### src/hdl/sgdas_consts.svh
// Descriptor word offsets, field positions and stream constants
`ifndef SGDAS_CONSTS_SVH
`define SGDAS_CONSTS_SVH
`define SGDAS_W_NXT   4'h0
`define SGDAS_W_BUF   4'h2
`define SGDAS_W_CTL   4'h6
`define SGDAS_W_STS   4'h7
`define SGDAS_W_APP0  4'h8
`define SGDAS_W_USER_APP_WORD_FIVE  4'hc
`define SGDAS_B_CMPLT 31
`define SGDAS_B_SOF   27
`define SGDAS_B_EOF   26
`define SGDAS_CTRL_TAG 4'ha
`define SGDAS_PUSH_LAST 3'h5
`define SGDAS_STS_MAX 3'h5
`endif

### src/hdl/sgdas_pkg.sv
// Types shared by the descriptor engine
package sgdas_pkg;
   typedef enum logic [3:0]
   {
      ST_IDLE    = 4'h0,
      ST_FETCH   = 4'h1,
      ST_CHECK   = 4'h2,
      ST_CTRL    = 4'h3,
      ST_XFER    = 4'h4,
      ST_WAITSTS = 4'h5,
      ST_UPDATE  = 4'h6,
      ST_NEXT    = 4'h7,
      ST_PAUSE   = 4'h8,
      ST_HALT    = 4'h9
   } sgdas_state_t;
endpackage

### src/hdl/sgdas_skid_buf.sv
// Two-entry buffer with valid/ready on both sides
`timescale 1ns/1ps
module sgdas_skid_buf #(parameter int W = 33)
(
   input  wire logic         clk_sys,
   input  wire logic         rst_n,
   input  wire logic         inValid,
   input  wire logic [W-1:0] inData,
   output logic              inReady,
   output logic              outValid,
   output logic [W-1:0]      outData,
   input  wire logic         outReady
);
   logic [W-1:0] mem_q [0:1];  // Entry storage
   logic [W-1:0] mem_d [0:1];
   logic         wp_q, wp_d;   // Write slot
   logic         rp_q, rp_d;   // Read slot
   logic [1:0]   cnt_q, cnt_d; // Words held
   logic         push, pop;

   // Full and empty straight from the count
   assign inReady  = (cnt_q != 2'h2);
   assign outValid = (cnt_q != 2'h0);
   assign outData  = mem_q[rp_q];
   assign push     = inValid && inReady;
   assign pop      = outValid && outReady;

   // Next pointers and storage
   always_comb
   begin
      mem_d = mem_q;
      wp_d  = wp_q;
      rp_d  = rp_q;
      if (push)
      begin
         mem_d[wp_q] = inData;
         wp_d        = ~wp_q;
      end
      if (pop)
         rp_d = ~rp_q;
      cnt_d = cnt_q + {1'b0, push} - {1'b0, pop};
   end

   // Registers
   always_ff @(posedge clk_sys or negedge rst_n)
   begin
      if (!rst_n)
      begin
         mem_q[0] <= '0;
         mem_q[1] <= '0;
         wp_q     <= 1'b0;
         rp_q     <= 1'b0;
         cnt_q    <= 2'h0;
      end
      else
      begin
         mem_q <= mem_d;
         wp_q  <= wp_d;
         rp_q  <= rp_d;
         cnt_q <= cnt_d;
      end
   end
endmodule // sgdas_skid_buf

### src/hdl/sgdas_core.sv
// Scatter-gather descriptor engine with control and status sideband streams
//
// Overview of operation
// - Last rx descriptor gets status words
// - Non-last rx descriptors get zeroed user words
// - Sideband off: rx user words never written
// - Length option off: fifth word is status
// - Length option on: fifth word low bits total
// - Walk chain, pause at tail descriptor
// - Tail write while paused resumes fetching
// - Tail write while running just moves tail
// - Tx first descriptor resets realignment engine
// - Tx first descriptor user words go out
// - Later tx user words are ignored
// - Sideband off: user words never fetched
// - Control stream may stall either side
// - Control stream opens with tagged flag word
// - Rx first and last buffers are flagged
// - Each rx descriptor gets its byte count
// - Last rx update waits for whole status
// - Finished descriptor gets completion bit set
// - Stale fetched descriptor halts with error
`timescale 1ns/1ps
`include "sgdas_consts.svh"
module sgdas_core
   import sgdas_pkg::*;
#(parameter int LEN_W = 23)
(
   input  wire logic             clk_sys,
   input  wire logic             rst_n,
   input  wire logic             runEnable,
   input  wire logic             pathIsRx,
   input  wire logic             sidebandEn,
   input  wire logic             rxLenOpt,
   input  wire logic [31:0]      startPtr,
   input  wire logic             tailWr,
   input  wire logic [31:0]      tailWrData,
   output logic                  paused,
   output logic                  halted,
   output logic                  sgInternalError,
   output logic                  memReq,
   output logic                  memWe,
   output logic [31:0]           memAddr,
   output logic [31:0]           memWdata,
   input  wire logic [31:0]      memRdata,
   input  wire logic             memAck,
   output logic                  xferStart,
   output logic [31:0]           xferAddr,
   output logic [LEN_W-1:0]      xferLen,
   output logic                  xferLast,
   output logic                  realignReset,
   input  wire logic             xferDone,
   input  wire logic [LEN_W-1:0] xferBytes,
   input  wire logic             xferPktEnd,
   output logic                  ctrlValid,
   output logic [31:0]           ctrlData,
   output logic                  ctrlLast,
   input  wire logic             ctrlReady,
   input  wire logic             stsValid,
   input  wire logic [31:0]      stsData,
   input  wire logic             stsLast,
   output logic                  stsReady
);
   sgdas_state_t     st_q, st_d;          // Engine state
   logic [3:0]       wIdx_q, wIdx_d;      // Word within descriptor
   logic [31:0]      cur_q, cur_d;        // Current descriptor
   logic [31:0]      nxt_q, nxt_d;        // Next pointer read
   logic [31:0]      buf_q, buf_d;        // Buffer address read
   logic [31:0]      ctl_q, ctl_d;        // Control word read
   logic [31:0]      sts_q, sts_d;        // Status word read
   logic [31:0]      tail_q, tail_d;      // Tail pointer
   logic [31:0]      app_q [0:4];         // Tx user words
   logic [31:0]      app_d [0:4];
   logic             inPkt_q, inPkt_d;    // Rx packet open
   logic             rxFirst_q, rxFirst_d;
   logic             rxLast_q, rxLast_d;
   logic [LEN_W-1:0] bytes_q, bytes_d;    // Bytes of this buffer
   logic [LEN_W-1:0] total_q, total_d;    // Bytes of whole packet
   logic [2:0]       push_q, push_d;      // Control word index
   logic             req_q, req_d;
   logic             we_q, we_d;
   logic [31:0]      addr_q, addr_d;
   logic [31:0]      wdat_q, wdat_d;
   logic             xs_q, xs_d;
   logic             rr_q, rr_d;
   logic             err_q, err_d;
   logic             fetchApp;            // User words wanted
   logic             pushValid, pushLast, pushReady;
   logic [31:0]      pushData;
   logic [2:0]       appK;
   logic             stsClr;
   // Status capture group
   logic [31:0]      stsW_q [0:4];
   logic [31:0]      stsW_d [0:4];
   logic [2:0]       stsCnt_q, stsCnt_d;
   logic             stsDone_q, stsDone_d;

   // Only a tx packet start with sideband on needs the user words
   assign fetchApp = sidebandEn && !pathIsRx && ctl_q[`SGDAS_B_SOF];

   // Engine next-state logic
   always_comb
   begin
      st_d      = st_q;
      wIdx_d    = wIdx_q;
      cur_d     = cur_q;
      nxt_d     = nxt_q;
      buf_d     = buf_q;
      ctl_d     = ctl_q;
      sts_d     = sts_q;
      app_d     = app_q;
      inPkt_d   = inPkt_q;
      rxFirst_d = rxFirst_q;
      rxLast_d  = rxLast_q;
      bytes_d   = bytes_q;
      total_d   = total_q;
      push_d    = push_q;
      req_d     = req_q;
      we_d      = we_q;
      err_d     = err_q;
      xs_d      = 1'b0;
      rr_d      = 1'b0;
      pushValid = 1'b0;
      pushLast  = 1'b0;
      pushData  = 32'h0;
      stsClr    = 1'b0;
      // A tail write moves the pause point; in ST_PAUSE it also restarts fetching
      tail_d    = tailWr ? tailWrData : tail_q;
      case (st_q)
         ST_IDLE:
            if (runEnable)
            begin
               cur_d  = startPtr;
               wIdx_d = `SGDAS_W_NXT;
               req_d  = 1'b1;
               st_d   = ST_FETCH;
            end
         ST_FETCH:
            if (memAck)
            begin
               case (wIdx_q)
                  `SGDAS_W_NXT: nxt_d = memRdata;
                  `SGDAS_W_BUF: buf_d = memRdata;
                  `SGDAS_W_CTL: ctl_d = memRdata;
                  `SGDAS_W_STS: sts_d = memRdata;
                  default:
                     if (wIdx_q >= `SGDAS_W_APP0)
                        app_d[3'(wIdx_q - `SGDAS_W_APP0)] = memRdata;
               endcase
               // User words are read only for a sideband packet start
               if ((wIdx_q == `SGDAS_W_STS && !fetchApp) || wIdx_q == `SGDAS_W_USER_APP_WORD_FIVE)
               begin
                  req_d = 1'b0;
                  st_d  = ST_CHECK;
               end
               else
                  wIdx_d = wIdx_q + 4'h1;
            end
         ST_CHECK:
            if (sts_q[`SGDAS_B_CMPLT])
            begin
               err_d = 1'b1;
               st_d  = ST_HALT;
            end
            else if (fetchApp)
            begin
               push_d = 3'h0;
               st_d   = ST_CTRL;
            end
            else
            begin
               xs_d      = 1'b1;
               rr_d      = !pathIsRx && ctl_q[`SGDAS_B_SOF];
               rxFirst_d = pathIsRx && !inPkt_q;
               if (!inPkt_q)
                  total_d = '0;
               st_d = ST_XFER;
            end
         ST_CTRL:
         begin
            // Flag word first, then the five user words
            pushValid = 1'b1;
            pushLast  = (push_q == `SGDAS_PUSH_LAST);
            if (push_q == 3'h0)
               pushData = {`SGDAS_CTRL_TAG, 28'h0};
            else
               pushData = app_q[push_q - 3'h1];
            if (pushReady)
            begin
               push_d = push_q + 3'h1;
               if (pushLast)
               begin
                  xs_d = 1'b1;
                  rr_d = 1'b1;
                  st_d = ST_XFER;
               end
            end
         end
         ST_XFER:
            if (xferDone)
            begin
               bytes_d  = xferBytes;
               total_d  = total_q + xferBytes;
               rxLast_d = pathIsRx && xferPktEnd;
               inPkt_d  = pathIsRx && !xferPktEnd;
               if (pathIsRx && xferPktEnd && sidebandEn)
                  st_d = ST_WAITSTS;
               else
               begin
                  wIdx_d = (pathIsRx && sidebandEn) ? `SGDAS_W_APP0 : `SGDAS_W_STS;
                  req_d  = 1'b1;
                  we_d   = 1'b1;
                  st_d   = ST_UPDATE;
               end
            end
         ST_WAITSTS:
            // Last buffer is written back only after the whole status packet
            if (stsDone_q)
            begin
               wIdx_d = `SGDAS_W_APP0;
               req_d  = 1'b1;
               we_d   = 1'b1;
               st_d   = ST_UPDATE;
            end
         ST_UPDATE:
            // User words first, completion word last, so software never
            // sees a completed descriptor with stale user words
            if (memAck)
            begin
               if (wIdx_q == `SGDAS_W_STS)
               begin
                  req_d  = 1'b0;
                  we_d   = 1'b0;
                  stsClr = rxLast_q;
                  st_d   = ST_NEXT;
               end
               else if (wIdx_q == `SGDAS_W_USER_APP_WORD_FIVE)
                  wIdx_d = `SGDAS_W_STS;
               else
                  wIdx_d = wIdx_q + 4'h1;
            end
         ST_NEXT:
            if (cur_q == tail_q)
               st_d = ST_PAUSE;
            else
            begin
               cur_d  = nxt_q;
               wIdx_d = `SGDAS_W_NXT;
               req_d  = 1'b1;
               st_d   = ST_FETCH;
            end
         ST_PAUSE:
            if (tailWr)
            begin
               cur_d  = nxt_q;
               wIdx_d = `SGDAS_W_NXT;
               req_d  = 1'b1;
               st_d   = ST_FETCH;
            end
            else if (!runEnable)
               st_d = ST_IDLE;
         ST_HALT:
            st_d = ST_HALT; // Only reset leaves a halt
         default:
            st_d = ST_IDLE;
      endcase
      // Address and write data follow the word about to be accessed
      addr_d = cur_d + {26'h0, wIdx_d, 2'b00};
      appK   = 3'(wIdx_d - `SGDAS_W_APP0);
      wdat_d = 32'h0;
      if (wIdx_d == `SGDAS_W_STS)
      begin
         wdat_d[`SGDAS_B_CMPLT]   = 1'b1;
         wdat_d[`SGDAS_B_SOF]     = rxFirst_d;
         wdat_d[`SGDAS_B_EOF]     = rxLast_d;
         wdat_d[LEN_W-1:0]        = bytes_d;
      end
      else if (!rxLast_d)
         wdat_d = 32'h0;
      else if (appK == 3'h4 && rxLenOpt)
         wdat_d = {stsW_q[4][31:LEN_W], total_d};
      else if (appK <= 3'h4)
         wdat_d = stsW_q[appK];
   end

   // Engine registers
   always_ff @(posedge clk_sys or negedge rst_n)
   begin
      if (!rst_n)
      begin
         st_q      <= ST_IDLE;
         wIdx_q    <= 4'h0;
         cur_q     <= 32'h0;
         nxt_q     <= 32'h0;
         buf_q     <= 32'h0;
         ctl_q     <= 32'h0;
         sts_q     <= 32'h0;
         tail_q    <= 32'h0;
         for (int i = 0; i < 5; i++)
            app_q[i] <= 32'h0;
         inPkt_q   <= 1'b0;
         rxFirst_q <= 1'b0;
         rxLast_q  <= 1'b0;
         bytes_q   <= '0;
         total_q   <= '0;
         push_q    <= 3'h0;
         req_q     <= 1'b0;
         we_q      <= 1'b0;
         addr_q    <= 32'h0;
         wdat_q    <= 32'h0;
         xs_q      <= 1'b0;
         rr_q      <= 1'b0;
         err_q     <= 1'b0;
      end
      else
      begin
         st_q      <= st_d;
         wIdx_q    <= wIdx_d;
         cur_q     <= cur_d;
         nxt_q     <= nxt_d;
         buf_q     <= buf_d;
         ctl_q     <= ctl_d;
         sts_q     <= sts_d;
         tail_q    <= tail_d;
         app_q     <= app_d;
         inPkt_q   <= inPkt_d;
         rxFirst_q <= rxFirst_d;
         rxLast_q  <= rxLast_d;
         bytes_q   <= bytes_d;
         total_q   <= total_d;
         push_q    <= push_d;
         req_q     <= req_d;
         we_q      <= we_d;
         addr_q    <= addr_d;
         wdat_q    <= wdat_d;
         xs_q      <= xs_d;
         rr_q      <= rr_d;
         err_q     <= err_d;
      end
   end

   // Status capture: words beyond five are accepted and dropped
   assign stsReady = pathIsRx && sidebandEn && !stsDone_q;
   always_comb
   begin
      stsW_d    = stsW_q;
      stsCnt_d  = stsCnt_q;
      stsDone_d = stsDone_q;
      // Clear fires while done or with sideband off, when no word can be taken
      if (stsClr)
      begin
         stsCnt_d  = 3'h0;
         stsDone_d = 1'b0;
      end
      if (stsValid && stsReady)
      begin
         if (stsCnt_q < `SGDAS_STS_MAX)
         begin
            stsW_d[stsCnt_q] = stsData;
            stsCnt_d         = stsCnt_q + 3'h1;
         end
         if (stsLast)
            stsDone_d = 1'b1;
      end
   end

   // Status registers
   always_ff @(posedge clk_sys or negedge rst_n)
   begin
      if (!rst_n)
      begin
         for (int i = 0; i < 5; i++)
            stsW_q[i] <= 32'h0;
         stsCnt_q  <= 3'h0;
         stsDone_q <= 1'b0;
      end
      else
      begin
         stsW_q    <= stsW_d;
         stsCnt_q  <= stsCnt_d;
         stsDone_q <= stsDone_d;
      end
   end

   // Control stream buffer; either side may stall it
   sgdas_skid_buf #(.W(33)) u_ctrlBuf
   (
      .clk_sys  (clk_sys),
      .rst_n    (rst_n),
      .inValid  (pushValid),
      .inData   ({pushLast, pushData}),
      .inReady  (pushReady),
      .outValid (ctrlValid),
      .outData  ({ctrlLast, ctrlData}),
      .outReady (ctrlReady)
   );

   assign paused          = (st_q == ST_PAUSE);
   assign halted          = (st_q == ST_HALT);
   assign sgInternalError = err_q;
   assign memReq          = req_q;
   assign memWe           = we_q;
   assign memAddr         = addr_q;
   assign memWdata        = wdat_q;
   assign xferStart       = xs_q;
   assign xferAddr        = buf_q;
   assign xferLen         = ctl_q[LEN_W-1:0];
   assign xferLast        = ctl_q[`SGDAS_B_EOF];
   assign realignReset    = rr_q;
endmodule // sgdas_core

### config.mk
export PLATFORM = sky130hd
export DESIGN_NAME = sgdas_core
export DESIGN_NICKNAME = d
export VERILOG_FILES = /design/src/hdl/sgdas_pkg.sv /design/src/hdl/sgdas_skid_buf.sv /design/src/hdl/sgdas_core.sv
export VERILOG_INCLUDE_DIRS = /design/src /design/src/hdl
export SDC_FILE = /design/constraint.sdc
export NUM_CORES = 1
export LEC_CHECK = 0
export ABC_AREA = 1
export BUFFER_PORTS_ARGS = -buffer_cell sky130_fd_sc_hd__buf_2
export CAP_MARGIN = 20
export CORE_ASPECT_RATIO = 0.7
export CORE_MARGIN = 2
export CORE_UTILIZATION = 41
export DETAILED_ROUTE_END_ITERATION = 16
export GPL_ROUTABILITY_DRIVEN = 0
export SLEW_MARGIN = 30
export SYNTH_ARGS = -nofsm -noshare
export SYNTH_HDL_FRONTEND = slang
export SYNTH_SLANG_ARGS = --single-unit
### constraint.sdc
create_clock -name clk_sys -period 5.05 [get_ports clk_sys]
set_input_delay 0.2525 -clock clk_sys [delete_from_list [all_inputs] [get_ports clk_sys]]
set_output_delay 0.2525 -clock clk_sys [all_outputs]
set_load 0.02 [all_outputs]
After elaboration in Yosys (flattened, before gate mapping)

Cells that the tools add are included.
W data, S select, Z words.

Register bits after elaboration: 711
Bits of input ports: 164
Word-level logic and storage cells: 253

Add/sub/neg operators: 10
$lt $le $gt $ge: 12
Eq/ne operators: 33
Muxes and demuxes: 108
Bitwise gates (word level): 9
Reductions and logical operators: 43

Operators with widths:

| cell                 | number |
|---|---|
| $mux W32             | 14 |
| $bwmux W160          | 2 |
| $bmux W32 S3         | 2 |
| $demux W32 S3        | 2 |
| $mux W23             | 7 |
| $mux W33             | 4 |
| $mux W4              | 25 |
| $pmux W32 S3         | 1 |
| $bwmux W66           | 1 |
| $pmux W23 S2         | 1 |
| $pmux W4 S10         | 1 |
| $demux W33 S1        | 1 |
| $add A32 B6 Y32      | 1 |
| $eq A32 B32 Y1       | 1 |
| $mux W1              | 30 |
| $eq A4 B3 Y1 const B | 7 |
| $ne A2 B2 Y1 const B | 14 |
| $pmux W4 S7          | 1 |
| $mux W3              | 9 |
| $add A23 B23 Y23     | 1 |
| $ge A4 B4 Y1 const B | 5 |
| $logic_and A1 B1 Y1  | 17 |
| $not A3 Y4           | 4 |
| $eq A4 B2 Y1 const B | 3 |
| other kinds (36)     | 61 |

Longest topological paths before layout

Word-level depth: 18
Mapped depth: 26
Gate-level depth less buffers: 25

Cells and area by module

A second synthesis with hierarchy kept.

Cell total of the unflattened synthesis: 3914
Area, all modules: 31990.7 µm²

By module, submodules not included:

| module         | times used | cells each | area an instance (µm²) | seq. area each (µm²) |
|---|---|---|---|---|
| sgdas_core     | 1          | 3484       | 28591.2                | 15139.5 |
| sgdas_skid_buf | 1          | 430        | 3399.5                 | 1751.7 |

Worst setup path after synthesis

OpenSTA, ideal clock, no wires.

Kind: reg-to-reg
From: register wIdx_q[0]
To: register addr_q[17], in the netlist memAddr[17]
Library setup time: 0.125 ns
Arrival: 3.478 ns
Data required time: 4.925 ns
Path slack: 1.448 ns
Cell stages (with the launch flop): 23
Path buffers: 2
Clock period less this slack: 3.602 ns
Path through: dfrtp_1 > buf_2 > clkinv_1 > ha_1 > nand3_1 > nand3_1 > o211ai_1 > nand3_1 > nor2_1 > nand2_1 > nand2_1 > inv_1 > buf_1 > ha_1 > nand3_1 > and2_1 > o21bai_1 > nand2_1 > inv_2 > nand2_1 > nor2_1 > nand3_1 > xnor2_1

Word-level cells in the longest chain between the ends: 7

RTL lines:

| element                                                               | line              | text |
|---|---|---|
| start: declaration                                                    | sgdas_core.sv:65  | `logic [3:0] wIdx_q, wIdx_d;` |
| start signal: assignment                                              | sgdas_core.sv:318 | `wIdx_q <= wIdx_d;` |
| parallel branches: the longest is 5 deep, another holds $add A4 B1 Y4 | --                |  |
| $pmux W4 S7 *                                                         | sgdas_core.sv:129 | `case (st_q)` |
| $add A32 B6 Y32 *                                                     | sgdas_core.sv:268 | `addr_d = cur_d + {26'h0, wIdx_d, 2'b00};` |
| net addr_d[17]                                                        | sgdas_core.sv:82  | `logic [31:0] addr_q, addr_d;` |
| end signal: assignment                                                | sgdas_core.sv:334 | `addr_q <= addr_d;` |
| end: declaration                                                      | sgdas_core.sv:82  |  |

Mark *: on every way through the listed nets, which the timed path passes.
A chain may end at the register's enable or synchronous reset.

Worst setup path in the final report

Same ends and word-level chain as after synthesis.

==> run_results.csv <==
group,metric,value,unit
logic_synthesis,synth_area_per_cell,8.25,sq um
final_layout,layout_common_cells,"nand2_1 (1233), dfrtp_1 (674), o21ai_0 (570)",
floorplanning,die_h,235,um
logic_synthesis,ys_types,53,
final_layout,area_growth_syn_to_layout,18.0,%
logic_synthesis,synthSimpleGateAreaFrac,22.4,%
final_layout,diodes,0,
setup_path,path_max_fanout,32,
setup_path,cp-start-kind,"register",
clock_tree,cts.path.max_buffers,3,
setup_path,cp.arrival,4.71,ns
global_route,track_usage,25.0,%
timing,fin_ws,0.833,ns
setup_path,path_buf_inv,2,
logic_synthesis,synth-xor-area-share,1.26,%
global_route,grt_antenna_before_repair,7,
placement,io_buffers,325,
power_and_ir_drop,vdd_ir_drop_max,0.584,mV
logic_synthesis,synth_top_family_by_area,"simple AND/OR/NAND/NOR gates",
timing,fin_crit,4.22,ns
clock_tree,postCtsSetupBuffers,0,
setup_path,crit_family,"simple AND/OR/NAND/NOR gates",
logic_synthesis,syn_inst,3786,
timing,maxSlewHeadroom,24.4,%
global_route,grt_pass1_vias,25100,
routing,drt-vias-per-instance,5.21,
logic_synthesis,synthMuxAreaShare,0.757,%
routing,drt_wl_total,98.1,mm
logic_synthesis,synth_edf_count,0,
floorplanning,num_rows,84,
floorplanning,coreArea,75300,sq um
clock_tree,cts-resized-gates,0,
clock_tree,numCtsBuffers,70,
logic_synthesis,synth_top_area_share,54.1,%
timing,hold_viol,0,
placement,place_inst,4929,
timing,worst_slew_pin_slew,1.13,ns
setup_path,path_class,"register to register",
logic_synthesis,ys_ff_latch,675,
timing,rsz0062_at_grt,"no",
global_route,grt_max_degree,130,
clock_tree,cts_sinks,675,
setup_path,end_kind,"register",
timing,drv_slew,0,
routing,antenna_left,0,
global_route,grt_pass1_wl,153,mm
final_layout,final_common_cell,"nand2_1",
clock_tree,clk_pin_slew_worst_paths,0.06,ns
logic_synthesis,synth_top_area_cell,"dfrtp_1",
routing,dr.first_iter.drc_count,2737,
floorplanning,die-area,78400,sq um
outcome,status,"finished clean",
logic_synthesis,yosysSeqAreaShare,54.1,%
setup_path,slowest_stage,"dfrtp_1",
power_and_ir_drop,p_leak,18.2,nW
clock_tree,cts.htree.levels,3,
timing,skew,0.0313,ns
timing,fmax,237,MHz
clock_tree,cts_tree,"yes",
routing,wire_per_inst,19.1,um
logic_synthesis,synth_ff_type,"dfrtp_1",
routing,num_vias,26800,
final_layout,final_nets,4307,
placement,hpwl,66.4,mm
final_layout,fin_cells,5148,
logic_synthesis,syn-num-nets,3988,
power_and_ir_drop,cellPowerDensity,647,nW/um^2
setup_path,cpPeakStageDelay,0.58,ns
worst_hold_path,hold_class,"input port to register",
logic_synthesis,synth_fa_ha_area_share,1.57,%
logic_synthesis,yosysWarnings,0,
floorplanning,initial_core_util,41.5,%
logic_synthesis,synth_compound_area_share,14.3,%
timing,finalCritPeriodShare,83.5,%
routing,drt_pre_antenna_iters,6,
clock_tree,cts_root_buf,"clkbuf_16",
placement,place_ws,0.893,ns
setup_path,path_cells,"clkinv_1 -> ha_1 -> nand3_1 -> nand3_1 -> xor2_1 -> nand2_1 -> nand2_1 -> o21ai_4 -> nand2_4 -> ha_1 -> nand3_1 -> and2_1 -> o21bai_1 -> nand2_1 -> inv_2 -> nand2_1 -> nor2_1 -> nand3_1 -> xnor2_1",
setup_path,critPathRequiredTime,5.55,ns
final_layout,drive_gt1_share,13.3,%
logic_synthesis,synth_top_cells_by_area,"dfrtp_1 (54%), nand2_1 (15%), o21ai_0 (9.1%), nor2_1 (3.2%), nand3_1 (2.5%)",
timing,final.setup.tns,0,ns
clock_tree,clock_latency,0.63,ns
timing,whs,0.0257,ns
logic_synthesis,synth-async-reset-ratio,100,%
timing,final-setup-viol-count,0,
floorplanning,die_w,334,um
flow_run,cap_viol_max_count,0,
floorplanning,ios,326,
logic_synthesis,syn_area,31200,sq um
global_route,overflow,0,
routing,drc,0,
-- per-stage QoR --
step / total power (W) / instance area [sq um] / utilization, %
6_report: 0.0238 / 36800 / 48.9
5_1_grt: 0.0255 / 36800 / 48.9
4_1_cts: 0.0238 / 36800 / 48.9
3_5_place_dp: 0.0185 / 33600 / 44.7
3_3_place_gp: 0.0184 / 33600 / 44.7
2_1_floorplan: 0.0149 / 31200 / -
-- repair_timing --
| action | 4_1_cts | 5_1_grt |
|---|---|---|
| endpoints found under the setup margin | 0 | 0 |
| hold buffers | 93 | 0 |
| endpoints found under the hold margin | 278 | 0 |
-- area by class of cell --
cell class | instances | area [sq um]
clock buffers | 106 | 2070
well taps | 989 | 1240
clock inverters | 20 | 209
repair buffers | 465 | 2980
inverters | 214 | 807
fillers | 7380 | 38400
flip-flops and latches | 675 | 16900
multi-input cells | 2679 | 12600
-- metal layers --
metal / part of all wire (%) / global-route usage [%] / vias to the layer above
li1: - / - / 13000
met3: 8.4 / 5.87 / 112
met1: 50 / 39.8 / 12800
met2: 40 / 34.1 / 894
met5: 0.023 / 0 / -
met4: 1.6 / 4.95 / 4
-- power by group --
| group | switching (W) | internal, W | total (W) |
|---|---|---|---|
| combinational | 0.00713 | 0.00319 | 0.0103 |
| clock | 0.00222 | 0.00300 | 0.00521 |
| sequential | 0.00108 | 0.00721 | 0.00828 |
-- registers in the layout, summed over array words and instances, names as in the netlist, 3 cells and up --
signal / cells
memWdata: 32
total_q: 23
stsCnt_q: 3
wIdx_q: 4
cur_q: 30
bytes_q: 23
tail_q: 32
u_ctrlBuf.mem_q: 66
ctl_q: 25
app_q: 160
st_q: 4
nxt_q: 32
memAddr: 32
stsW_q: 160
push_q: 3
xferAddr: 32
-- worst reg2reg max path, stage by stage (launching register included) --
cell	delay [ns]
dfrtp_1	0.58
clkinv_1	0.32
ha_1	0.31
nand3_1	0.15
nand3_1	0.22
xor2_1	0.19
nand2_1	0.07
nand2_1	0.12
o21ai_4	0.10
nand2_4	0.35
ha_1	0.28
nand3_1	0.09
and2_1	0.25
o21bai_1	0.17
nand2_1	0.13
inv_2	0.09
nand2_1	0.06
nor2_1	0.33
nand3_1	0.15
xnor2_1	0.15
-- cell usage after synthesis (13+ instances only) --
library cell / number
o21ai_0: 570
nor3_1: 13
buf_1: 20
inv_1: 201
nand2_1: 1235
o21ai_1: 14
xnor2_1: 29
clkbuf_1: 152
nand3b_1: 13
nand3_1: 156
a21oi_1: 139
mux2_2: 21
o22ai_1: 33
ha_1: 36
buf_4: 27
xor2_1: 16
nand4_1: 22
nor2_1: 269
buf_2: 17
a22o_1: 32
dfrtp_1: 675
-- logic make-up (layout without fill, tap and decap cells) --
family	after synthesis	after routing
compound gates	831	831
xor+xnor	45	45
fa+ha+maj	38	38
buf+inv	432	805
flops	675	675
mux	21	21
simple gates	1744	1744
-- worst paths after layout --
| check | start | end | depth (start not counted) | slack (ns) |
|---|---|---|---|---|
| max | wIdx_q[0]$_DFF_PN0_ | memAddr[17]$_DFF_PN0_ | 19 | 0.83 |
| min | stsData[16] | stsW_q[112]$_DFFE_PN0P_ | 3 | 0.03 |
| max reg2reg | wIdx_q[0]$_DFF_PN0_ | memAddr[17]$_DFF_PN0_ | 19 | 0.83 |
| min reg2reg | sgInternalError$_DFFE_PN0P_ | sgInternalError$_DFFE_PN0P_ | 1 | 0.47 |
| max in group asynchronous | rst_n | stsW_q[110]$_DFFE_PN0P_ | 3 | 3.57 |
| min in group asynchronous | rst_n | u_ctrlBuf.mem_q[10]$_DFFE_PN0P_ | 2 | 0.22 |
(Power assumes the default switching activity.)
